===== src/wwd_pkg.sv =====
// Package for the windowed watchdog counter: register map, field layout, timing.
// Assumes a single 250 MHz clock domain shared by the whole block.
package wwd_pkg;

  // Register map.
  localparam logic [7:0] WWD_CTRL_ADDR = 8'h2a;
  localparam logic [7:0] WWD_CTRL_RESET = 8'h7f;
  localparam int WWD_ACT_BIT = 7;
  localparam int WWD_TOP_BIT = 6;

  // Counter thresholds.
  localparam logic [6:0] WWD_CNT_FIRE_FROM = 7'h40;

  // Decrement period in oscillator cycles.
  localparam int WWD_TICK_CYCLES = 16384;

  // Wake-up start-up delays in processor clocks.
  localparam int WWD_WAKE_SHORT = 256;
  localparam int WWD_WAKE_LONG = 4096;

  // Reset pulse width: 30 us at a 4 ns clock period.
  localparam int WWD_RST_PULSE_NS = 30000;
  localparam int WWD_CLK_PERIOD_NS = 4;
  localparam int WWD_RST_PULSE_CYCLES = WWD_RST_PULSE_NS / WWD_CLK_PERIOD_NS;

  // Timeout-formula constants.
  localparam int WWD_STEP_BASE = 192;
  localparam int WWD_STEP_MULT = 64;

  // Halt behaviour states.
  typedef enum logic [1:0] {
    WWD_RUN,
    WWD_HALT_ONE,
    WWD_FROZEN,
    WWD_WAKE_WAIT
  } wwd_state_e;

endpackage


===== src/wwd_watchdog.sv =====
// Windowed watchdog counter: control register, free-running down-counter,
// reset generation and low-power (halt / active-halt) handling.
// Assumes the CPU core supplies halt and wake strobes synchronous to mclk and
// that option inputs are static after reset.
//
// Decided for this implementation: the address-and-strobe port.
`timescale 1ns/1ps
module wwd_watchdog
  import wwd_pkg::*;
#(
  parameter int TICK_CYCLES = WWD_TICK_CYCLES,
  parameter int WAKE_DELAY = WWD_WAKE_LONG,
  parameter int RST_PULSE = WWD_RST_PULSE_CYCLES
) (
  // Clock and reset.
  input wire logic mclk,
  input wire logic resetn,
  // Register port.
  input wire logic [7:0] addr,
  input wire logic [7:0] wdata,
  input wire logic wr,
  input wire logic rd,
  output logic [7:0] rdata,
  // Static options and clock controller status.
  input wire logic halt_reset_option,
  input wire logic hw_watchdog_option,
  input wire logic timebase_irq_enable,
  // Low-power events from the core.
  input wire logic halt_exec,
  input wire logic ext_irq_wake,
  input wire logic osc_irq_wake,
  input wire logic came_from_active_halt,
  // Reset pin output, active low.
  output logic reset_pin_n
);

  localparam int TW = $clog2(TICK_CYCLES + 1);
  localparam int WW = $clog2(WAKE_DELAY + 1);
  localparam int PW = $clog2(RST_PULSE + 1);

  // Decoded register access.
  function automatic logic hit(input logic [7:0] a);
    hit = (a == WWD_CTRL_ADDR);
  endfunction

  logic activation_bit;
  logic [6:0] count;
  logic [TW-1:0] prescale;
  logic [WW-1:0] wake_cnt;
  logic [PW-1:0] pulse_cnt;
  wwd_state_e state;
  logic boot_delay;
  logic opt_hw;
  logic opt_halt_rst;

  logic next_activation_bit;
  logic [6:0] next_count;
  logic [TW-1:0] next_prescale;
  logic [WW-1:0] next_wake_cnt;
  logic [PW-1:0] next_pulse_cnt;
  wwd_state_e next_state;
  logic next_boot_delay;
  logic next_opt_hw;
  logic next_opt_halt_rst;
  logic [7:0] next_rdata;

  logic tick;
  logic active;
  logic counting;
  logic fire;
  logic halt_fire;
  logic write_hit;

  // Options are latched once after reset so later pin glitches cannot matter.
  assign active = activation_bit | opt_hw;
  assign write_hit = wr & hit(addr);
  // Counting stops in frozen halt states and during wake-up delays.
  assign counting = (state == WWD_RUN) | (state == WWD_HALT_ONE);
  assign tick = counting & (prescale == TW'(TICK_CYCLES - 1));
  // Step from 40h to 3Fh when active; forced reset on write with top bit low.
  // The write that sets bit 7 counts as active itself, so software can fire from cold.
  assign fire = (active & tick & ~write_hit & (count == WWD_CNT_FIRE_FROM))
    | (write_hit & (active | wdata[WWD_ACT_BIT]) & ~wdata[WWD_TOP_BIT]);
  assign halt_fire = halt_exec & (state == WWD_RUN) & ~timebase_irq_enable
    & opt_halt_rst;

  // Next-state logic for counter, control bits, halt handling and pulse.
  always_comb begin
    next_activation_bit = activation_bit;
    next_count = count;
    next_prescale = prescale;
    next_wake_cnt = wake_cnt;
    next_pulse_cnt = pulse_cnt;
    next_state = state;
    next_boot_delay = 1'b0;
    next_opt_hw = opt_hw;
    next_opt_halt_rst = opt_halt_rst;
    next_rdata = 8'h00;
    if (boot_delay) begin
      next_opt_hw = hw_watchdog_option;
      next_opt_halt_rst = halt_reset_option;
    end
    if (rd && hit(addr)) begin
      next_rdata = {activation_bit, count};
    end
    // Prescaler runs only in the counting states; runs regardless of activation.
    if (counting) begin
      next_prescale = tick ? '0 : prescale + TW'(1);
    end
    if (tick) begin
      next_count = count - 7'h01;
    end
    if (write_hit) begin
      next_count = wdata[6:0];
      // Only software can set; clearing happens only through reset.
      next_activation_bit = activation_bit | wdata[WWD_ACT_BIT];
    end
    case (state)
      WWD_RUN: begin
        if (halt_exec && !timebase_irq_enable && !opt_halt_rst) begin
          next_state = WWD_HALT_ONE;
        end else if (halt_exec && timebase_irq_enable) begin
          next_state = WWD_FROZEN;
        end
      end
      WWD_HALT_ONE: begin
        // One more decrement, then freeze.
        if (tick) begin
          next_state = WWD_FROZEN;
        end
      end
      WWD_FROZEN: begin
        if (timebase_irq_enable && (osc_irq_wake || ext_irq_wake)) begin
          next_state = WWD_RUN;
        end else if (ext_irq_wake) begin
          next_state = WWD_WAKE_WAIT;
          next_wake_cnt = '0;
        end
      end
      WWD_WAKE_WAIT: begin
        next_wake_cnt = wake_cnt + WW'(1);
        if (wake_cnt == WW'(WAKE_DELAY - 1)) begin
          next_state = WWD_RUN;
        end
      end
      default: begin
        next_state = WWD_RUN;
      end
    endcase
    // First cycle after reset: a reset that ended active-halt waits out the delay.
    if (boot_delay) begin
      next_wake_cnt = '0;
      if (came_from_active_halt) begin
        next_state = WWD_WAKE_WAIT;
      end
    end
    if (pulse_cnt != '0) begin
      next_pulse_cnt = pulse_cnt - PW'(1);
    end
    // Only normal running may fire; plain halt entry, frozen and wake-up states never do.
    if ((fire && state == WWD_RUN) || halt_fire) begin
      next_pulse_cnt = PW'(RST_PULSE);
    end
  end

  // Registers only; every decision is taken in the process above.
  always_ff @(posedge mclk) begin
    if (!resetn) begin
      activation_bit <= 1'b0;
      count <= WWD_CTRL_RESET[6:0];
      prescale <= '0;
      wake_cnt <= '0;
      pulse_cnt <= '0;
      state <= WWD_RUN;
      boot_delay <= 1'b1;
      opt_hw <= 1'b0;
      opt_halt_rst <= 1'b0;
      rdata <= 8'h00;
    end else begin
      activation_bit <= next_activation_bit;
      count <= next_count;
      prescale <= next_prescale;
      wake_cnt <= next_wake_cnt;
      pulse_cnt <= next_pulse_cnt;
      state <= next_state;
      boot_delay <= next_boot_delay;
      opt_hw <= next_opt_hw;
      opt_halt_rst <= next_opt_halt_rst;
      rdata <= next_rdata;
    end
  end

  // Reset pin is low while the pulse counter runs.
  assign reset_pin_n = (pulse_cnt == '0);

  // Reset pulse follows a firing event by one cycle.
  property p_fire_pulse;
    @(posedge mclk) disable iff (!resetn)
      (fire && state == WWD_RUN) |=> !reset_pin_n;
  endproperty
  a_fire_pulse: assert property (p_fire_pulse) else $error("fire gave no reset pulse");

  property p_act_sticky;
    @(posedge mclk) disable iff (!resetn)
      activation_bit |=> activation_bit;
  endproperty
  a_act_sticky: assert property (p_act_sticky) else $error("activation bit cleared");

  property p_tick_dec;
    @(posedge mclk) disable iff (!resetn)
      (tick && !write_hit) |=> count == $past(count) - 7'h01;
  endproperty
  a_tick_dec: assert property (p_tick_dec) else $error("count did not step");

  property p_frozen_hold;
    @(posedge mclk) disable iff (!resetn)
      (state == WWD_FROZEN && !write_hit) |=> count == $past(count);
  endproperty
  a_frozen_hold: assert property (p_frozen_hold) else $error("frozen count moved");

  property p_halt_reset;
    @(posedge mclk) disable iff (!resetn)
      halt_fire |=> !reset_pin_n;
  endproperty
  a_halt_reset: assert property (p_halt_reset) else $error("halt reset missing");

  property p_active_halt;
    @(posedge mclk) disable iff (!resetn)
      (state == WWD_RUN && halt_exec && timebase_irq_enable) |=> state == WWD_FROZEN;
  endproperty
  a_active_halt: assert property (p_active_halt) else $error("no active-halt freeze");

  property p_no_reset_frozen;
    @(posedge mclk) disable iff (!resetn)
      (state == WWD_FROZEN && pulse_cnt == '0 && !halt_exec) |=> reset_pin_n;
  endproperty
  a_no_reset_frozen: assert property (p_no_reset_frozen) else $error("reset while frozen");

  property p_wake_wait;
    @(posedge mclk) disable iff (!resetn)
      (state == WWD_WAKE_WAIT && wake_cnt != WW'(WAKE_DELAY - 1)) |=> state == WWD_WAKE_WAIT;
  endproperty
  a_wake_wait: assert property (p_wake_wait) else $error("wake delay cut short");

  property p_pulse_len;
    @(posedge mclk) disable iff (!resetn)
      $fell(reset_pin_n) |-> !reset_pin_n [*8];
  endproperty
  a_pulse_len: assert property (p_pulse_len) else $error("reset pulse too short");

  // Checked without a disable so that the reset values themselves are covered.
  property p_reset_value;
    @(posedge mclk)
      !resetn |=> (activation_bit == 1'b0 && count == WWD_CTRL_RESET[6:0] && reset_pin_n);
  endproperty
  a_reset_value: assert property (p_reset_value) else $error("reset state wrong");

  property p_forced_fire;
    @(posedge mclk) disable iff (!resetn)
      (write_hit && wdata[WWD_ACT_BIT] && !wdata[WWD_TOP_BIT] && state == WWD_RUN)
        |=> !reset_pin_n;
  endproperty
  a_forced_fire: assert property (p_forced_fire) else $error("no forced reset");

  property p_quiet_idle;
    @(posedge mclk) disable iff (!resetn)
      (!active && !write_hit && !halt_fire && pulse_cnt == '0) |=> reset_pin_n;
  endproperty
  a_quiet_idle: assert property (p_quiet_idle) else $error("fired while idle");

  property p_write_load;
    @(posedge mclk) disable iff (!resetn)
      write_hit |=> {1'b0, count} == ($past(wdata) & 8'h7f);
  endproperty
  a_write_load: assert property (p_write_load) else $error("write not loaded");

  property p_read_idle;
    @(posedge mclk) disable iff (!resetn)
      !(rd && hit(addr)) |=> rdata == 8'h00;
  endproperty
  a_read_idle: assert property (p_read_idle) else $error("stray read data");

  property p_plain_halt;
    @(posedge mclk) disable iff (!resetn)
      (state == WWD_RUN && halt_exec && !timebase_irq_enable && !opt_halt_rst)
        |=> state == WWD_HALT_ONE;
  endproperty
  a_plain_halt: assert property (p_plain_halt) else $error("no plain halt");

  property p_wake_now;
    @(posedge mclk) disable iff (!resetn)
      (state == WWD_FROZEN && timebase_irq_enable && (osc_irq_wake || ext_irq_wake))
        |=> state == WWD_RUN;
  endproperty
  a_wake_now: assert property (p_wake_now) else $error("late active-halt wake");

  property p_boot_wait;
    @(posedge mclk) disable iff (!resetn)
      (boot_delay && came_from_active_halt) |=> state == WWD_WAKE_WAIT;
  endproperty
  a_boot_wait: assert property (p_boot_wait) else $error("no boot wake wait");

endmodule


===== config.mk =====
export PLATFORM = sky130hd
export DESIGN_NAME = wwd_watchdog
export DESIGN_NICKNAME = d
export VERILOG_FILES = /design/src/wwd_pkg.sv /design/src/wwd_watchdog.sv
export SDC_FILE = /design/constraint.sdc
export NUM_CORES = 1
export LEC_CHECK = 0
export ABC_AREA = 1
export BUFFER_PORTS_ARGS = -buffer_cell sky130_fd_sc_hd__clkbuf_2
export CAP_MARGIN = 20
export CORE_ASPECT_RATIO = 2
export CORE_UTILIZATION = 50
export DETAILED_ROUTE_END_ITERATION = 12
export GPL_TIMING_DRIVEN = 0
export PLACE_DENSITY = 0.76
export SYNTH_ARGS = -nofsm -noshare
export SYNTH_HDL_FRONTEND = slang
export SYNTH_SLANG_ARGS = --single-unit

===== constraint.sdc =====
create_clock -name mclk -period 2.6 [get_ports mclk]
set_clock_uncertainty 0.2 [all_clocks]
set_input_delay 0.26 -clock mclk [delete_from_list [all_inputs] [get_ports mclk]]
set_output_delay 0.26 -clock mclk [all_outputs]
set_load 0.05 [all_outputs]

* Word level (Yosys, flattened, before mapping)
Cells that the tools add are included.
** Storage, ports and cells
- Input port bits :: 27
- Logic and storage cells :: 81
- Register bits after elaboration :: 62
** Operators by class
- Reduce and logical (&&, ||, !) cells :: 20
- Bitwise gates (word level) :: 19
- Add/subtract/negate cells :: 4
- Eq/ne operators :: 9
- Muxes and demuxes :: 18
** Operators with widths (number)
- $mux W13 :: 4
- $pmux W13 S2 :: 1
- $mux W2 :: 8
- $add A15 B1 Y15 const B :: 1
- $eq A15 B14 Y1 const B :: 1
- $mux W15 :: 1
- $mux W7 :: 2
- $add A13 B1 Y13 const B :: 1
- $eq A13 B12 Y1 const B :: 1
- $logic_not A13 Y1 :: 1
- $reduce_bool A13 Y1 :: 1
- $sub A13 B1 Y13 const B :: 1
- $and A1 B1 Y1 :: 10
- $eq A8 B6 Y1 const B :: 1
- $pmux W2 S4 :: 1
- $eq A7 B7 Y1 const B :: 1
- $sub A7 B1 Y7 const B :: 1
- $logic_and A1 B1 Y1 :: 6
- $reduce_bool A2 Y1 :: 3
- $or A1 B1 Y1 :: 5
- $eq A2 B2 Y1 const B :: 2
- $ne A2 B2 Y1 const B :: 2
- $not A1 Y1 :: 4
- $reduce_or A2 Y1 :: 2
- other kinds (7) :: 9

* Depth between registers and ports, before layout
Gate-level depths: netlist of the first run.
- Word-level depth :: 10
- Depth in mapped cells :: 11
- Gate-level depth less buffers :: 11

* Least setup slack after synthesis of the first run
Ideal clock, no wire load.
- Kind :: register to register
- Start point :: reg pulse_cnt[6]
- End point :: reg pulse_cnt[4]
- Setup slack :: 0.879 ns
- Arrival time :: 1.406 ns
- Stages on the path, launching flop included :: 9
- Period minus slack after synthesis :: 1.721 ns
- Path buffers :: 0
- Cells stage by stage :: dfxtp_1 > nor2_1 > nand2_1 > nor2_1 > nand4_1 > inv_1 > nor3_1 > a21oi_1 > nor2_1
** On the way
- Word-level cells in the longest chain between the ends :: 1
** RTL lines
- from (decl) :: line wwd_watchdog.sv:50 : logic [PW-1:0] pulse_cnt;
- from (signal assigned) :: line wwd_watchdog.sv:184 : pulse_cnt <= next_pulse_cnt;
- $reduce_bool A13 Y1 :: line wwd_watchdog.sv:157 : if (pulse_cnt != '0) begin
No other way between the ends.
A chain may end at the register's enable or synchronous reset.

* Worst setup path in the final report of the first run
- Start point :: reg pulse_cnt[6]
- End point :: out reset_pin_n
** On the way
- Word-level cells in the longest chain between the ends :: 1
** RTL lines
- $logic_not A13 Y1 :: line wwd_watchdog.sv:194 : assign reset_pin_n = (pulse_cnt == '0);
- to (decl) :: line wwd_watchdog.sv:34 : output logic reset_pin_n
No other way between the ends.

==> results of run 1 <==
==> Yosys cell counts, drive strengths merged <==
| master | number | area (um^2) |
|---|---|---|
| nor2 | 64 | 280 |
| or2 | 3 | 18.8 |
| a41oi | 1 | 8.76 |
| o211ai | 6 | 45.0 |
| inv | 63 | 236 |
| a21o | 1 | 7.51 |
| nand2 | 93 | 369 |
| clkinv | 1 | 3.75 |
| xnor2 | 3 | 26.3 |
| nor3 | 10 | 61.3 |
| nand4 | 8 | 86.3 |
| buf | 5 | 35.0 |
| ha | 6 | 75.1 |
| and3 | 1 | 6.26 |
| o21bai | 3 | 22.5 |
| a211oi | 3 | 22.5 |
| dfxtp | 62 | 1240 |
| nor4 | 3 | 40.0 |
| o21ai | 16 | 80.1 |
| nor3b | 2 | 15.0 |
| xor2 | 10 | 87.6 |
| o31ai | 1 | 7.51 |
| a21oi | 27 | 135 |
| a31o | 1 | 8.76 |
| a221oi | 2 | 17.5 |
| nand3b | 2 | 15.0 |
| nand3 | 41 | 235 |
| o311ai | 1 | 8.76 |
| a22oi | 1 | 7.51 |
==> registers in the layout (all words and copies together) (netlist names) <==
signal          count
activation_bit      1
boot_delay          1
count               7
opt_halt_rst        1
opt_hw              1
prescale           15
pulse_cnt          13
rdata               8
state               2
wake_cnt           13
==> worst register-to-register path: cells and delay by family (launching register included) <==
kind | cells | cell delay (ns)
fa+ha+maj | 1 | 0.21
buf+inv | 1 | 0.08
simple gates | 5 | 0.79
compound gates | 2 | 0.18
flops | 1 | 0.36
==> cell families after synthesis <==
family,after synthesis
AO/OA/AOI/OAI,63
XOR/XNOR,13
adder cells (fa/ha/maj),6
buffers and inverters,69
flip-flops,62
AND/OR/NAND/NOR,227
==> worst max-delay path by stage <==
stage	end	startpoint
floorplan	pulse_cnt[4]	pulse_cnt[6]
global placement	state[0]	wake_cnt[0]
detailed placement	wake_cnt[6]	resetn
CTS	reset_pin_n	pulse_cnt[6]
global route	reset_pin_n	pulse_cnt[6]
finish	reset_pin_n	pulse_cnt[6]
==> cell type report <==
class                           instances  area, um^2  share of cell area [%]
Clock inverter                          7        98.8                    2.56
Tap cell                               84         105                    2.72
Clock buffer                            9         225                    5.83
Timing Repair Buffer                   40         230                    5.96
Inverter                               64         240                    6.22
Sequential cell                        62        1240                    32.1
Multi-Input combinational cell        309        1690                    43.7
Buffer                                  5        35.0                   0.907
==> through the flow <==
stage	std cells	hold slack (ns)	cell area [um^2]	total power (W)	util, %
after floorplan	440	0.195	3200	0.00172	-
after global placement	558	0.253	3480	0.00185	57.0
after detailed placement	558	0.249	3480	0.00188	57.0
after CTS	580	0.00595	3860	0.00319	63.3
after global routing	580	0.0401	3860	0.00334	63.3
final	580	0.0176	3860	0.00316	63.3
==> metal layers <==
metal  GRT usage [%]  routed length, um  up-vias
met4            13.5                193        0
li1                -                  -     1545
met5               0                  0        -
met3            4.16                263       17
met1            22.1               2790     1367
met2            42.9               3820       65
==> power by group through the flow <==
| stage | combinational (W) | clock [W] | sequential, W |
|---|---|---|---|
| after floorplan | 0.000615 | 0 | 0.00110 |
| after global placement | 0.000732 | 0 | 0.00112 |
| after detailed placement | 0.000755 | 0 | 0.00112 |
| after CTS | 0.000771 | 0.00131 | 0.00110 |
| after global routing | 0.000878 | 0.00134 | 0.00112 |
| final | 0.000769 | 0.00129 | 0.00111 |
==> impl_metrics.csv, run 1 <==
group,metric,value,unit
placed_design,place_congestion,0.924,
logic_synthesis,synth_compound_area_share,11.6,%
floorplanning,ioPinCount,36,
worst_setup_path,r2r-end,"prescale[10]",
logic_synthesis,yosysSeqAreaShare,38.7,%
drt,postRouteAntennaNets,0,
clock_tree,clkSinkCount,62,
worst_setup_path,crit_chain,"nor2_1, nand2_1, nor2_1, nand4_1, inv_1, clkbuf_2",
worst_setup_path,critPathCaptureType,"output pin",
drt,wl_per_cell,12.2,um
placed_design,hpwl,5.31,mm
hold_path,whs_endpoint,"state[1]",
pwr,p_clk_share,40.7,%
floorplanning,start_util,52.5,%
final_layout,drive_gt1_share,15.9,%
worst_setup_path,worst-path-buf-inv,2,
logic_synthesis,synth-adder-area-share,2.34,%
logic_synthesis,synth_warnings,0,
global_route,grt_overflow,0,
worst_setup_path,cpMaxStageDelayCell,"dfxtp_1",
logic_synthesis,synth_top_family_by_area,"simple AND/OR/NAND/NOR gates",
logic_synthesis,synth-xor-area-share,3.55,%
clock_tree,cts_made_buffers,9,
clock_tree,cts_max_level,3,
pwr,p_leak,1.78,nW
final_layout,final_cell_mix,"87 x nand2_1, 62 x inv_1, 62 x dfxtp_1",
global_route,grt_pass1_vias,2980,
placed_design,post-place-ws,0.659,ns
sta,period_share,84.3,%
logic_synthesis,synthCells,440,
global_route,grt_max_degree,13,
clock_tree,insertion_delay,0.33,ns
logic_synthesis,synth_nets,473,
drt,drt-total-wl,7.07,mm
floorplanning,core-area,6110,um^2
pwr,p_sw,0.000995,W
floorplanning,die_h,115,um
pwr,p_int,0.00217,W
hold_path,hold_depth,3,
hold_path,hold_start,"came_from_active_halt",
floorplanning,die_area,6750,um^2
logic_synthesis,synth_cell_types,45,
final_layout,nFillCells,569,
clock_tree,tritoncts,"done",
worst_setup_path,crit_required,2.14,ns
drt,drc_errors,0,
worst_setup_path,r2r_cells,9,
hold_path,holdCritPathClass,"in -> reg",
drt,drt_iter0_drc,155,
sta,setup_ws,0.408,ns
floorplanning,row_count,40,
sta,setup_violations,0,
outcome,status,"completed",
sta,rsz0062_at_grt,"no",
logic_synthesis,synth_mux_area_share,0,%
sta,max_freq,456,MHz
logic_synthesis,synth-seq-cells,62,
final_layout,antennaDiodeCount,0,
sta,slew_violations,0,
clock_tree,path_clk_slew,0.05,ns
worst_setup_path,worstReg2RegStart,"prescale[1]",
worst_setup_path,cp_max_fo,4,
final_layout,syn_to_final_growth,20.6,%
worst_setup_path,worst_path_most_repeated_cell,"nor2_1",
worst_setup_path,max_stage_delay,0.34,ns
clock_tree,post_cts.repair.setup_buffers,0,
sta,period_minus_slack,2.19,ns
clock_tree,root_buffer,"clkbuf_16",
final_layout,final_nets,524,
placed_design,portBuffers,34,
worst_setup_path,path_class,"reg -> out",
global_route,track_usage,22.8,%
sta,relSlewSlack,64.9,%
drt,viasPerCell,5.16,
logic_synthesis,synthSimpleGateAreaFrac,35.2,%
worst_setup_path,start_kind,"flop",
global_route,antenna_found_initial,0,
pwr,seqPwrFrac,35.0,%
pwr,p_per_area,819,nW/um^2
flow_run,cap_violations,0,
pwr,swShare,31.5,%
logic_synthesis,syn_avg_cell_area,7.28,um^2
worst_setup_path,cp.depth,6,
worst_setup_path,reg2reg_slack,0.66,ns
logic_synthesis,netlist_area,3200,um^2
sta,setup_tns,0,ns
floorplanning,die_w,58.6,um
sta,hold_violations,0,
clock_tree,cts.path.max_buffers,2,
pwr,ir_drop,0.582,mV
worst_setup_path,cpLargestDelayFamily,"simple AND/OR/NAND/NOR gates",
clock_tree,cts_hold_buffers,6,
final_layout,final_common_cell,"nand2_1",
pwr,comb_power_share,24.3,%
drt,dr_total_vias,2994,
drt,first_pass_iters,4,
clock_tree,post_cts_resized,0,
sta,worst_slew_pin_slew,0.525,ns
global_route,grt_pass1_wl,12.0,mm
worst_setup_path,arrival,1.73,ns
Note: power is estimated with default switching activity, not from simulation.
==> run 2, diff against run 1 <==
==> constraint.sdc (replaced) <==
create_clock -name mclk -period 2.1 [get_ports mclk]
set_clock_uncertainty 0.2 [all_clocks]
set_input_delay 0.21 -clock mclk [delete_from_list [all_inputs] [get_ports mclk]]
set_output_delay 0.21 -clock mclk [all_outputs]
set_load 0.05 [all_outputs]
==> impl_metrics.csv, run 2 (synthesized netlist as in run 1, its figures left out) <==
group,metric,value,unit
worst_setup_path,cpMaxStageDelayCell,"dfxtp_1",
placed_design,dpl_cell_area,3480,um^2
placed_design,dp_cells,558,
sta,period_minus_slack,2.01,ns
worst_setup_path,worstReg2RegStart,"prescale[1]",
drt,dr_total_vias,3040,
worst_setup_path,max_stage_delay,0.34,ns
clock_tree,post_cts.repair.setup_buffers,0,
clock_tree,path_clk_slew,0.05,ns
global_route,grt_pass1_wl,12.1,mm
clock_tree,insertion_delay,0.33,ns
flow_run,cap_violations,0,
final_layout,drive_gt1_share,16.4,%
global_route,grt_pass1_vias,3013,
floorplanning,start_util,52.5,%
pwr,p_leak,1.79,nW
final_layout,reg.largest.list,"prescale: 15 flops, pulse_cnt: 13 flops, wake_cnt: 13 flops",
floorplanning,die_w,58.6,um
worst_setup_path,cpLargestDelayFamily,"simple AND/OR/NAND/NOR gates",
worst_setup_path,critPathCaptureType,"output pin",
final_layout,final_nets,527,
placed_design,portBuffers,34,
worst_setup_path,cp-startpoint,"pulse_cnt[6]",
worst_setup_path,r2r-end,"prescale[10]",
outcome,status,"completed",
clock_tree,tritoncts,"done",
floorplanning,core-area,6110,um^2
drt,drt-total-wl,7.15,mm
clock_tree,root_buffer,"clkbuf_16",
final_layout,fin_util,64.0,%
drt,drc_errors,0,
final_layout,fin_area,3910,um^2
drt,postRouteAntennaNets,0,
worst_setup_path,arrival,1.60,ns
clock_tree,cts.path.max_buffers,2,
global_route,grt_max_degree,13,
drt,first_pass_iters,4,
final_layout,final_cell_mix,"87 x nand2_1, 62 x dfxtp_1, 61 x inv_1",
sta,max_freq,498,MHz
worst_setup_path,crit_chain,"nor2_1, nand2_1, nor2_2, nand4_1, inv_2, buf_6",
worst_setup_path,cp_max_fo,4,
worst_setup_path,cp.depth,6,
worst_setup_path,r2r_cells,9,
sta,whs,0.00896,ns
worst_setup_path,crit_end,"reset_pin_n",
worst_setup_path,crit_required,1.69,ns
pwr,ir_drop,0.721,mV
floorplanning,ioPinCount,36,
hold_path,holdCritPathClass,"in -> reg",
sta,setup_violations,0,
clock_tree,clkSinkCount,62,
pwr,p_per_area,1010,nW/um^2
worst_setup_path,path_class,"reg -> out",
clock_tree,cts_max_level,3,
final_layout,largest_register_ffs,15,
clock_tree,cts_made_buffers,9,
floorplanning,die_area,6750,um^2
sta,slew_violations,0,
drt,viasPerCell,5.21,
floorplanning,die_h,115,um
sta,setup_tns,0,ns
drt,drt_iter0_drc,151,
global_route,grt_overflow,0,
worst_setup_path,worst-path-buf-inv,2,
final_layout,regMostFlops,"prescale",
placed_design,hpwl,5.31,mm
final_layout,final_cells,583,
sta,period_share,95.5,%
final_layout,syn_to_final_growth,21.9,%
sta,hold_violations,0,
floorplanning,row_count,40,
sta,relSlewSlack,65.1,%
worst_setup_path,reg2reg_slack,0.16,ns
global_route,antenna_found_initial,0,
worst_setup_path,start_kind,"flop",
final_layout,antennaDiodeCount,0,
final_layout,final_common_cell,"nand2_1",
sta,worst_slew_pin_slew,0.522,ns
global_route,track_usage,23.1,%
drt,wl_per_cell,12.3,um
placed_design,place_congestion,0.924,
## run 2: cell types whose count changed in the layout (fill, tap and decap cells not counted)
cell,delta
dlygate4sd3_1,+3
nor2_1,-2
nor2_2,+2
buf_6,+1
clkbuf_2,-1
inv_1,-1
inv_2,+1
## run 2: routing by layer
metal  GRT usage [%]  routed length [um]
met1            22.2                2750
met2            43.8                3920
met3            4.16                 280
met4            13.7                 201
met5               0                   0
## run 2: where the power goes
| group | total, W | leakage (nW) | internal, W | switching [W] |
|---|---|---|---|---|
| Clock | 0.00160 | 0.144 | 0.00104 | 0.000556 |
| Combinational | 0.000983 | 1.14 | 0.000386 | 0.000596 |
| Sequential | 0.00137 | 0.504 | 0.00128 | 0.0000929 |
| Total | 0.00395 | 1.79 | 0.00270 | 0.00125 |
## run 2: worst min path at each step
stage / startpoint / endpoint / slack (ns) / cells past startpoint
finish: resetn / opt_halt_rst / 0.009 / 3
detailed placement: wake_cnt[11] / wake_cnt[11] / 0.25 / 1
global route: resetn / prescale[0] / 0.02 / 3
floorplan: halt_reset_option / opt_halt_rst / 0.14 / 2
global placement: wdata[2] / count[2] / 0.24 / 3
CTS: resetn / opt_halt_rst / 0.0002 / 3
## run 2: metrics by stage
step	setup WS (ns)	total power, W
floorplan	0.379	0.00213
finish	0.0939	0.00395
global placement	0.197	0.00229
CTS	0.0206	0.00396
detailed placement	0.169	0.00233
global route	-0.00433	0.00416
## run 2: area by class of cell
| class | count | area, um^2 |
|---|---|---|
| Sequential cell | 62 | 1240 |
| Clock inverter | 7 | 98.8 |
| Inverter | 64 | 240 |
| Multi-Input combinational cell | 309 | 1690 |
| Timing Repair Buffer | 43 | 267 |
| Fill cell | 566 | 2200 |
| Clock buffer | 9 | 225 |
| Tap cell | 84 | 105 |
| Buffer | 5 | 35.0 |
## run 2: repair_timing
| action | in CTS | in global routing |
|---|---|---|
| resized for setup | 1 | 5 |
| hold buffers | 9 | 0 |
| endpoints found under the setup margin | 1 | 2 |
| hold endpoints to repair | 8 | 0 |
| cloned | 0 | 0 |
## run 2: tightest hold or removal path: cells and delay by family
family          cells  cell delay, ns
simple gates        1            0.04
compound gates      1            0.08
buf+inv             1            0.16
